### config.mk
export PLATFORM = sky130hd
export DESIGN_NAME = fa_filter_accelerator
export DESIGN_NICKNAME = d
export VERILOG_FILES = /design/src/rtl/fa_pkg.sv /design/src/rtl/fa_filter_accelerator.sv /design/src/rtl/fa_pair_ram.sv
export SDC_FILE = /design/constraint.sdc
export NUM_CORES = 2
export LEC_CHECK = 0
export BUFFER_PORTS_ARGS = -buffer_cell sky130_fd_sc_hd__buf_2
export CORE_MARGIN = 1.5
export CORE_UTILIZATION = 30
export DETAILED_ROUTE_END_ITERATION = 12
export GPL_ROUTABILITY_DRIVEN = 0
export SETUP_SLACK_MARGIN = 0.1
export SLEW_MARGIN = 20
export SYNTH_ARGS = -nofsm -noshare
export SYNTH_HDL_FRONTEND = slang
export SYNTH_SLANG_ARGS = --single-unit
### constraint.sdc
create_clock -name clk -period 10.2 [get_ports clk]
set_input_delay 1.53 -clock clk [delete_from_list [all_inputs] [get_ports clk]]
set_output_delay 1.53 -clock clk [all_outputs]
set_load 0.02 [all_outputs]
### src/rtl/fa_pkg.sv
/*
 * Constants, field layout and operation codes for the filter accelerator.
 * Assumes one clock domain and that every user of the constants imports
 * this package.
 */
// What this block does
// - every cycle, multiply two 24-bit operands; the mac field loads, adds into, holds or clears the 48-bit sum
// - hand the ALU accumulator bits 46 down to 23 as a 24-bit value
// - operands are signed fractions, binary point just after the top bit
// - datapath values are 24 bits; only the accumulator is wider
// - ALU adds, subtracts, compares, thresholds, abs, squelch and saturates
// - an 18-bit control word of seven fields steers the datapath each cycle
// - storage holds 64 sample and coefficient pairs
// - sample and coefficient RAMs plus routing, shift, hold and rounding
// - samples enter and results leave over the system bus, DMA or MCU
package fa_pkg;
   // widths and depth
   localparam int DW = 24;
   localparam int ACC_W = 48;
   localparam int DEPTH = 64;
   localparam int ADDR_W = 6;
   localparam int CW = 18;
   // accumulator slice handed to the alu, and the rounding bit below it
   localparam int MAC_HI = 46;
   localparam int MAC_LO = 23;
   localparam int RND_BIT = 22;
   // control word field positions (low bit of each field)
   localparam int F_MAC = 0;
   localparam int F_ADDR = 2;
   localparam int F_ALU = 8;
   localparam int F_SRC = 11;
   localparam int F_SHF = 13;
   localparam int F_RND = 15;
   localparam int F_OUT = 16;
   // fixed-point limits
   localparam logic [DW-1:0] FA_MAX = 24'h7fffff;
   localparam logic [DW-1:0] FA_MIN = 24'h800000;
   localparam logic [DW-1:0] FA_ZERO = 24'h000000;
   localparam logic [ACC_W-1:0] ACC_ZERO = 48'h000000000000;
   localparam logic [CW-1:0] CW_IDLE = 18'h00000;
   // accumulator action
   typedef enum logic [1:0] {
      FA_MAC_HOLD = 2'h0, FA_MAC_LOAD = 2'h1,
      FA_MAC_ACC = 2'h2, FA_MAC_CLR = 2'h3
   } fa_mac_e;
   // alu operation
   typedef enum logic [2:0] {
      FA_ALU_PASS = 3'h0, FA_ALU_ADD = 3'h1, FA_ALU_SUB = 3'h2,
      FA_ALU_CMP = 3'h3, FA_ALU_THR = 3'h4, FA_ALU_ABS = 3'h5,
      FA_ALU_SQL = 3'h6, FA_ALU_SAT = 3'h7
   } fa_alu_e;
   // alu second operand
   typedef enum logic [1:0] {
      FA_SRC_HOLD = 2'h0, FA_SRC_BUS = 2'h1,
      FA_SRC_SAMPLE = 2'h2, FA_SRC_ZERO = 2'h3
   } fa_src_e;
   // shift applied to the accumulator slice
   typedef enum logic [1:0] {
      FA_SHF_NONE = 2'h0, FA_SHF_LEFT1 = 2'h1,
      FA_SHF_RIGHT1 = 2'h2, FA_SHF_RIGHT2 = 2'h3
   } fa_shf_e;
   // output field bits
   localparam int OUT_HOLD = 0;
   localparam int OUT_BUS = 1;
endpackage : fa_pkg

### src/rtl/fa_filter_accelerator.sv
/*
 * Filter accelerator datapath: pair storage, multiply-accumulate, shift,
 * rounding, alu and hold register, steered by a per-cycle control word.
 * Assumes an external controller sequences the control word and that the
 * system bus (dma or mcu) loads pairs and collects results through the
 * plain strobe ports below.
 */
`timescale 1ns/100ps
module fa_filter_accelerator
   import fa_pkg::*;
(
   // clock and reset
   input wire logic clk,
   input wire logic rst,
   // system bus write of samples and coefficients
   input wire logic bus_wr_en,
   input wire logic bus_wr_coef,
   input wire logic [fa_pkg::ADDR_W-1:0] bus_addr,
   input wire logic [fa_pkg::DW-1:0] bus_wdata,
   // system bus collection of results
   input wire logic bus_rd_en,
   output logic [fa_pkg::DW-1:0] result_data,
   output logic result_pending,
   // control word from the filter controller
   input wire logic ctrl_valid,
   input wire logic [fa_pkg::CW-1:0] ctrl_word,
   // datapath status
   output logic flag_gt,
   output logic flag_eq,
   output logic flag_neg,
   output logic flag_sat
);
   import fa_pkg::*;

   logic [CW-1:0] cw1;
   logic [CW-1:0] cw2;
   logic [CW-1:0] next_cw1;
   logic [CW-1:0] next_cw2;
   logic [ACC_W-1:0] acc;
   logic [ACC_W-1:0] next_acc;
   logic [DW-1:0] hold;
   logic [DW-1:0] next_hold;
   logic [DW-1:0] bus_stage;
   logic [DW-1:0] next_bus_stage;
   logic [DW-1:0] sample2;
   logic [DW-1:0] next_sample2;
   logic [DW-1:0] next_result_data;
   logic next_result_pending;
   logic next_flag_gt;
   logic next_flag_eq;
   logic next_flag_neg;
   logic next_flag_sat;
   logic [DW-1:0] sample_rd;
   logic [DW-1:0] coef_rd;
   logic signed [ACC_W-1:0] product;
   logic [DW-1:0] mac_res;
   logic [DW-1:0] rnd_res;
   logic [DW-1:0] op_a;
   logic [DW-1:0] op_b;
   logic [DW:0] sum_x;
   logic [DW:0] dif_x;
   logic [DW-1:0] abs_a;
   logic abs_clip;
   logic [DW-1:0] alu_res;
   logic alu_clip;
   logic signed_gt;
   logic [1:0] mac_f;
   logic [2:0] alu_f;
   logic [1:0] src_f;
   logic [1:0] shf_f;
   logic rnd_f;
   logic [1:0] out_f;

   // sample and coefficient halves of the 64 pair store
   fa_pair_ram #(.WIDTH(DW), .DEPTH(DEPTH), .AW(ADDR_W)) u_sample_ram (
      .clk(clk),
      .wr_en(bus_wr_en && !bus_wr_coef),
      .wr_addr(bus_addr),
      .wr_data(bus_wdata),
      .rd_addr(ctrl_word[F_ADDR +: ADDR_W]),
      .rd_data(sample_rd)
   );
   fa_pair_ram #(.WIDTH(DW), .DEPTH(DEPTH), .AW(ADDR_W)) u_coef_ram (
      .clk(clk),
      .wr_en(bus_wr_en && bus_wr_coef),
      .wr_addr(bus_addr),
      .wr_data(bus_wdata),
      .rd_addr(ctrl_word[F_ADDR +: ADDR_W]),
      .rd_data(coef_rd)
   );

   // control word fields, split at the stage where each acts
   assign mac_f = cw1[F_MAC +: 2];
   assign alu_f = cw2[F_ALU +: 3];
   assign src_f = cw2[F_SRC +: 2];
   assign shf_f = cw2[F_SHF +: 2];
   assign rnd_f = cw2[F_RND];
   assign out_f = cw2[F_OUT +: 2];

   // fractional product: two sign bits, so bits 46:23 keep the point
   assign product = $signed(sample_rd) * $signed(coef_rd);
   assign mac_res = acc[MAC_HI:MAC_LO];

   // rounding from the bit below the slice, never wrapping past the top
   always_comb begin
      if (rnd_f && acc[RND_BIT] && (mac_res != FA_MAX)) begin
         rnd_res = mac_res + 24'h000001;
      end else begin
         rnd_res = mac_res;
      end
   end

   // shifter and second-operand routing
   always_comb begin
      case (fa_shf_e'(shf_f))
         FA_SHF_LEFT1: op_a = {rnd_res[DW-2:0], 1'b0};
         FA_SHF_RIGHT1: op_a = {rnd_res[DW-1], rnd_res[DW-1:1]};
         FA_SHF_RIGHT2: op_a = {{2{rnd_res[DW-1]}}, rnd_res[DW-1:2]};
         default: op_a = rnd_res;
      endcase
      case (fa_src_e'(src_f))
         FA_SRC_HOLD: op_b = hold;
         FA_SRC_BUS: op_b = bus_stage;
         FA_SRC_SAMPLE: op_b = sample2;
         default: op_b = FA_ZERO;
      endcase
   end

   // alu helpers: 25-bit sums expose overflow, abs clips the minimum
   assign sum_x = {op_a[DW-1], op_a} + {op_b[DW-1], op_b};
   assign dif_x = {op_a[DW-1], op_a} - {op_b[DW-1], op_b};
   assign abs_clip = (op_a == FA_MIN);
   assign abs_a = abs_clip ? FA_MAX :
                  (op_a[DW-1] ? FA_ZERO - op_a : op_a);
   assign signed_gt = $signed(op_a) > $signed(op_b);

   // alu operation select
   always_comb begin
      alu_clip = 1'b0;
      case (fa_alu_e'(alu_f))
         FA_ALU_ADD: alu_res = sum_x[DW-1:0];
         FA_ALU_SUB: alu_res = dif_x[DW-1:0];
         FA_ALU_CMP: alu_res = op_a;
         FA_ALU_THR: alu_res = signed_gt ? op_a : FA_ZERO;
         FA_ALU_ABS: begin
            alu_res = abs_a;
            alu_clip = abs_clip;
         end
         FA_ALU_SQL: alu_res = (abs_a < op_b) ? FA_ZERO : op_a;
         FA_ALU_SAT: begin
            // clamp by the true sign when the sum leaves 24 bits
            if (sum_x[DW] != sum_x[DW-1]) begin
               alu_res = sum_x[DW] ? FA_MIN : FA_MAX;
               alu_clip = 1'b1;
            end else begin
               alu_res = sum_x[DW-1:0];
            end
         end
         default: alu_res = op_a;
      endcase
   end

   // next values: control pipe, accumulator, routing registers
   always_comb begin
      next_cw1 = ctrl_valid ? ctrl_word : CW_IDLE;
      next_cw2 = cw1;
      next_sample2 = sample_rd;
      next_bus_stage = bus_wr_en ? bus_wdata : bus_stage;
      case (fa_mac_e'(mac_f))
         FA_MAC_LOAD: next_acc = product;
         FA_MAC_ACC: next_acc = acc + product;
         FA_MAC_CLR: next_acc = ACC_ZERO;
         default: next_acc = acc;
      endcase
      next_hold = out_f[OUT_HOLD] ? alu_res : hold;
   end

   // next values: result port and status flags
   always_comb begin
      next_result_data = result_data;
      next_result_pending = result_pending;
      next_flag_gt = flag_gt;
      next_flag_eq = flag_eq;
      next_flag_neg = flag_neg;
      next_flag_sat = flag_sat;
      if (bus_rd_en) begin
         next_result_pending = 1'b0;
      end
      if (out_f[OUT_BUS]) begin
         next_result_data = alu_res;
         next_result_pending = 1'b1; // set wins over the read clear
      end
      if (cw2 != CW_IDLE) begin
         next_flag_gt = signed_gt;
         next_flag_eq = (op_a == op_b);
         next_flag_neg = alu_res[DW-1];
         next_flag_sat = alu_clip;
      end
   end

   // register every group
   always_ff @(posedge clk or posedge rst) begin
      if (rst) begin
         cw1 <= CW_IDLE;
         cw2 <= CW_IDLE;
         acc <= ACC_ZERO;
         hold <= FA_ZERO;
         bus_stage <= FA_ZERO;
         sample2 <= FA_ZERO;
         result_data <= FA_ZERO;
         result_pending <= 1'b0;
         flag_gt <= 1'b0;
         flag_eq <= 1'b0;
         flag_neg <= 1'b0;
         flag_sat <= 1'b0;
      end else begin
         cw1 <= next_cw1;
         cw2 <= next_cw2;
         acc <= next_acc;
         hold <= next_hold;
         bus_stage <= next_bus_stage;
         sample2 <= next_sample2;
         result_data <= next_result_data;
         result_pending <= next_result_pending;
         flag_gt <= next_flag_gt;
         flag_eq <= next_flag_eq;
         flag_neg <= next_flag_neg;
         flag_sat <= next_flag_sat;
      end
   end
endmodule : fa_filter_accelerator

### src/rtl/fa_pair_ram.sv
/*
 * Single-write, single-read storage for one half of the data pairs.
 * Assumes writes and reads share clk; read data is registered, so it
 * appears one edge after the address.
 */
`timescale 1ns/100ps
module fa_pair_ram #(
   parameter int WIDTH = 24,
   parameter int DEPTH = 64,
   parameter int AW = 6
) (
   // clock
   input wire logic clk,
   // write side
   input wire logic wr_en,
   input wire logic [AW-1:0] wr_addr,
   input wire logic [WIDTH-1:0] wr_data,
   // read side
   input wire logic [AW-1:0] rd_addr,
   output logic [WIDTH-1:0] rd_data
);
   logic [WIDTH-1:0] mem [DEPTH];

   // write then registered read; a same-address read returns old contents
   always_ff @(posedge clk) begin
      if (wr_en) begin
         mem[wr_addr] <= wr_data;
      end
      rd_data <= mem[rd_addr];
   end
endmodule : fa_pair_ram

# Word-level counts from Yosys, hierarchy flattened
# Memory sizes are Yosys's and may differ from the RTL's. A register that Yosys moved wholly into a read port is not among the register bits.
# Cells that the tools add are included.
[classes]
addsub = 5
n_mul = 1
eq_ne = 18
order_cmp = 2
n_reduce_logical = 9
muxes = 20
[ops]
columns = ["op", "count"]
rows = [
  ["$mux W24", 7],
  ["$pmux W24 S3", 2],
  ["$pmux W24 S6", 1],
  ["$pmux W48 S3", 1],
  ["$add A48 B48 Y48", 1],
  ["$mul A24 B24 Y48", 1],
  ["$add A24 B24 Y25", 1],
  ["$add A24 B1 Y24 const B", 1],
  ["$eq A24 B24 Y1", 1],
  ["$eq A24 B24 Y1 const B", 1],
  ["$gt A24 B24 Y1", 1],
  ["$lt A24 B24 Y1", 1],
  ["$ne A24 B23 Y1 const B", 1],
  ["$sub A1 B24 Y24 const A", 1],
  ["$sub A24 B24 Y24", 1],
  ["$mux W18", 1],
  ["$reduce_bool A18 Y1", 1],
  ["$eq A3 B3 Y1 const B", 4],
  ["$eq A2 B2 Y1 const B", 5],
  ["$mux W1", 7],
  ["$eq A2 B1 Y1 const B", 3],
  ["$logic_and A1 B1 Y1", 4],
  ["$eq A3 B1 Y1 const B", 1],
  ["$eq A3 B2 Y1 const B", 1],
  ["other kinds (6)", 6],
]
[totals]
output_inout_bits = 29
n_memories = 2
wordCells = 69
regBits = 185
in_bits = 54
ramBits = 3072
[memory_table]
columns = ["memory", "depth", "word_bits", "rd", "rd_clocked_by_memory_dff", "wr", "line_no", "source"]
rows = [
  ["u_coef_ram.mem", 64, 24, 1, 1, 1, "fa_pair_ram.sv:22", "logic [WIDTH-1:0] mem [DEPTH];"],
  ["u_sample_ram.mem", 64, 24, 1, 1, 1, "fa_pair_ram.sv:22", ""],
]

# Longest topological paths before layout
[logic_depth]
ltp_word = 10
ltp_mapped = 38
depth_no_buf = 37

# Cells and area by module
# From an unflattened synthesis, not the netlist that was laid out.
[hier_totals]
hier_cells = 9299
hier_area_um2 = 155222.6
[by_module_without_submodules]
columns = ["module", "cells_per_inst", "seq_area_each_um2", "instances", "area_per_inst_um2"]
rows = [
  ["fa_pair_ram", 2610, 46604.7, 2, 59295.6],
  ["fa_filter_accelerator", 4079, 4604.4, 1, 36631.4],
]

# Worst setup path after synthesis
# OpenSTA, ideal clock, no wires.
[synth_path]
kind = "register to register"
from = "register u_sample_ram.rd_data[23] (read register of u_sample_ram.mem)"
to = "register acc[46]"
setup_time_ns = 0.120
stages_incl_launch_ff = 35
t_arrival_ns = 8.703
path_slack_ns = 1.377
period_less_slack_ns = 8.823
required_ns = 10.080
n_path_buf = 1
path_cell_list = "dfxtp_1 clkbuf_1 nand2_1 inv_1 fa_1 fa_1 inv_1 fa_1 fa_1 inv_1 fa_1 fa_1 inv_1 fa_1 inv_1 ha_1 a21o_1 a211oi_1 a211oi_1 o21ai_0 a221oi_1 o41a_1 a22oi_1 nand2b_1 a21oi_1 xnor2_1 ha_1 a21o_1 a21o_1 o2111ai_1 a21oi_1 o41ai_1 xnor3_1 a21o_1 a31o_2"
[synth_between]
elab_chain_cells = 3
[synth_rtl]
columns = ["element", "line_no", "source"]
rows = [
  ["from (decl)", "fa_pair_ram.sv:20", "output logic [WIDTH-1:0] rd_data"],
  ["$mul A24 B24 Y48 (*)", "fa_filter_accelerator.sv:101", "assign product = $signed(sample_rd) * $signed(coef_rd);"],
  ["$add A48 B48 Y48", "fa_filter_accelerator.sv:171", "FA_MAC_ACC: next_acc = acc + product;"],
  ["$pmux W48 S3 (*)", "fa_filter_accelerator.sv:169", "case (fa_mac_e'(mac_f))"],
  ["to (signal assigned)", "fa_filter_accelerator.sv:219", "acc <= next_acc;"],
  ["to (decl)", "fa_filter_accelerator.sv:39", "logic [ACC_W-1:0] acc;"],
]
# Every way passes the cells marked *; elsewhere a longest branch is shown, timed or not.
# A chain may end at the register's enable or synchronous reset.

# Final worst setup path
[layout_path]
from = "register u_sample_ram.rd_data[6] (read register of u_sample_ram.mem)"
to = "register acc[46]"
# The elaborated chain is that of the path after synthesis.

==> reports/metrics.yaml <==
post-route-min-period_ns: 9.72
cts_tree: "built"
dieHeight_um: 720
postSynthNetCount: 9588
grt_first_pass_wirelength_um: 607000
cp_data_arrival_time_ns: 10.59
htreeDepth: 5
regToRegEndpoint: "acc[46]"
worstSkewPairLatency_ns: 1.05
area_growth_syn_to_layout_pct: 13.8
grt_pass1_vias: 85800
max_slew_headroom_at_the_worst_pin: 0.208
placedInstanceArea_um2: 164000
required_worst_endpoint_ns: 11.07
post_drt_via_cell_ratio: 5.14
min_delay_worst_endpoint: "cw2[11]"
grt_setup_unrepaired: "false"
synth_edf_count: 3072
clk_transition_reported_paths_ns: 0.06
grt_overflow: 0
fmaxAchievable_mhz: 103
antenna_viol_nets_final: 0
ctsHoldBuffers: 0
worst_slew_pin_slew_ns: 1.19
seq_area_frac_synth: 0.635
remaining_drc_errors: 0
synth_async_sr_flop_share: 0.0557
run_status: "finished clean"
placement.io_buffers: 82
synth.yosys.warnings: 0
netlist_area_um2: 154000
antenna_found_initial: 41
cp_slowest_stage_delay_ns: 0.58
crit_top_cell: "sky130_fd_sc_hd__fa_1"
synth_cells: 8680
design_area_um2: 175000
final.setup.tns_ns: 0
post_route_cells_drive_above_1_share: 0.224
crit_path_end_kind: "flop"
dp_cells: 15300
highest_count_cells_in_the_layout_ignoring_fill_and_taps: "3072 x sky130_fd_sc_hd__edfxtp_1, 1001 x sky130_fd_sc_hd__mux4_2, 702 x sky130_fd_sc_hd__inv_1, 601 x sky130_fd_sc_hd__fa_1, 459 x sky130_fd_sc_hd__nand2_1"
max-clock-path-buffers: 4
timing_hold_violations_final: 0
dp_hpwl_um: 261000
hp-class: "reg -> reg"
layout.cells.most_common: "sky130_fd_sc_hd__edfxtp_1"
synth_top_cells_by_area: "sky130_fd_sc_hd__edfxtp_1 60%, sky130_fd_sc_hd__mux4_2 15%, sky130_fd_sc_hd__fa_1 7.8%"
slowest_stage: "sky130_fd_sc_hd__dfxtp_2"
synth.largest_area_cell: "sky130_fd_sc_hd__edfxtp_1"
die_x_um: 720
timing.final.max_slew_violations: 0
r2r.worst_path.cells: 32
stdcell_count: 16000
finalWirelength_um: 421000
timing.critical_path.from_type: "flop"
post_synth_num_cell_types: 101
area_of_the_die_um2: 518000
fin_skew_ns: 0.142
regToRegStartpoint: "u_sample_ram.rd_data[6]"
cap_viol_max_count: 0
finalCritPeriodShare: 0.953
cts.sinks: 3304
final_net_count: 9828
hold_depth: 0
globalRouteTotalUtil: 0.159
synth_largest_type_area_fraction: 0.599
worst-r2r-setup-slack_ns: 0.48
total_cts_buffers: 340
critical_path_class: "reg -> reg"
worstPathMaxFanout: 17
via_count: 82000
io_pins: 83
drt_pre_antenna_iters: 7
root_buffer_cell: "sky130_fd_sc_hd__clkbuf_16"
maximum_number_of_pins_on_one_net_before_global_route_repair: 131
ys.flop_type: "sky130_fd_sc_hd__edfxtp_1"
placeableCoreArea_um2: 512000
worstPathBufferInverterCount: 4
num_rows: 263
min_from: "cw1[11]"
worst_path_dominant_cell_family: "adder cells"
finalSetupViolCount: 0
starting_density: 0.301
first_iter_violations: 8831
wl_per_cell_um: 26.4
synth_seq_cells: 3304
syn-mean-instance-area_um2: 17.7
-- synth_stat cells (17+ instances only) --
cell	n
sky130_fd_sc_hd__nor4_1	18
sky130_fd_sc_hd__a31oi_1	51
sky130_fd_sc_hd__a41oi_1	18
sky130_fd_sc_hd__buf_1	67
sky130_fd_sc_hd__or3_1	20
sky130_fd_sc_hd__mux2_2	38
sky130_fd_sc_hd__xnor2_1	89
sky130_fd_sc_hd__o21a_1	43
sky130_fd_sc_hd__mux4_2	1001
sky130_fd_sc_hd__clkbuf_1	356
sky130_fd_sc_hd__nand3_1	53
sky130_fd_sc_hd__nand4_1	29
sky130_fd_sc_hd__nand2b_1	44
sky130_fd_sc_hd__nor3_1	56
sky130_fd_sc_hd__a21o_1	67
sky130_fd_sc_hd__mux2i_1	83
sky130_fd_sc_hd__ha_1	252
sky130_fd_sc_hd__o21ai_0	115
sky130_fd_sc_hd__and3_1	17
sky130_fd_sc_hd__nor2_1	301
sky130_fd_sc_hd__a21oi_1	169
sky130_fd_sc_hd__fa_1	602
sky130_fd_sc_hd__a211oi_1	28
sky130_fd_sc_hd__xor2_1	29
sky130_fd_sc_hd__o22ai_1	36
sky130_fd_sc_hd__dfrtp_1	184
sky130_fd_sc_hd__edfxtp_1	3072
sky130_fd_sc_hd__nand2_1	460
sky130_fd_sc_hd__nor2b_1	31
sky130_fd_sc_hd__and2_1	314
sky130_fd_sc_hd__dfxtp_1	48
sky130_fd_sc_hd__inv_1	703
sky130_fd_sc_hd__o211ai_1	19
sky130_fd_sc_hd__o21bai_1	24
-- layer usage --
metal	wire, um	vias to the layer above	global-route usage	share of wire
met2	203000	3384	0.264	0.48
met4	13100	16	0.0435	0.031
li1	-	33900	-	-
met5	103	-	0	0.00024
met1	172000	44100	0.213	0.41
met3	32500	720	0.0300	0.077
-- area by class of cell --
| class | count | area (um2) |
|---|---|---|
| fill | 47600 | 337000 |
| sequential | 3304 | 97800 |
| multi-input combinational | 4235 | 52600 |
| clock buffer | 413 | 8930 |
| tap | 6757 | 8450 |
| timing repair buffer | 335 | 2920 |
| inverter | 704 | 2650 |
| clock inverter | 196 | 1890 |
| antenna | 16 | 40.0 |
-- through the flow --
stage	util	hold slack [ns]	setup slack [ns]
finish	0.342	0.347	0.478
CTS	0.341	0.349	0.142
detailed placement	0.320	0.337	-0.0527
global placement	0.320	0.336	-0.0656
global route	0.342	0.356	0.106
floorplan	-	0.331	1.38
-- worst max-delay path by stage --
stage,startpoint,end,cells after the start
after global routing,u_sample_ram.rd_data[6],acc[46],32
after global placement,u_sample_ram.rd_data[9],acc[46],34
after CTS,u_sample_ram.rd_data[5],acc[46],29
after detailed placement,u_sample_ram.rd_data[9],acc[46],34
after floorplan,u_sample_ram.rd_data[23],acc[46],34
final,u_sample_ram.rd_data[6],acc[46],32
-- registers in the layout (all words and copies together), names as in the netlist --
signal / flops
u_coef_ram.mem: 1536
cw1: 18
u_sample_ram.mem: 1536
flag_gt: 1
bus_stage: 24
cw2: 18
flag_neg: 1
result_data: 24
u_coef_ram.rd_data: 24
u_sample_ram.rd_data: 24
result_pending: 1
hold: 24
flag_eq: 1
acc: 47
sample2: 24
flag_sat: 1
-- cells by family (layout without fill, tap and decap cells) --
group / count (synthesis) / count (layout) / synth area share
buffers and inverters: 1141 / 1648 / 0.0281
AND/OR/NAND/NOR: 1404 / 1404 / 0.0447
AO/OA/AOI/OAI: 736 / 736 / 0.0322
multiplexers: 1122 / 1122 / 0.155
flip-flops: 3304 / 3304 / 0.635
other: 0 / 16 / 0
adder cells (fa/ha/maj): 854 / 854 / 0.0987
XOR/XNOR: 119 / 119 / 0.00686
-- timing repair --
item	CTS	global route
pin swaps	0	3
endpoints found under the setup margin	1	4
buffers inserted	0	3
resized for setup	3	30
Power is left out: the tool's default activity adds up to more than one toggle a clock period on the data nets, which glitch-free logic cannot reach.
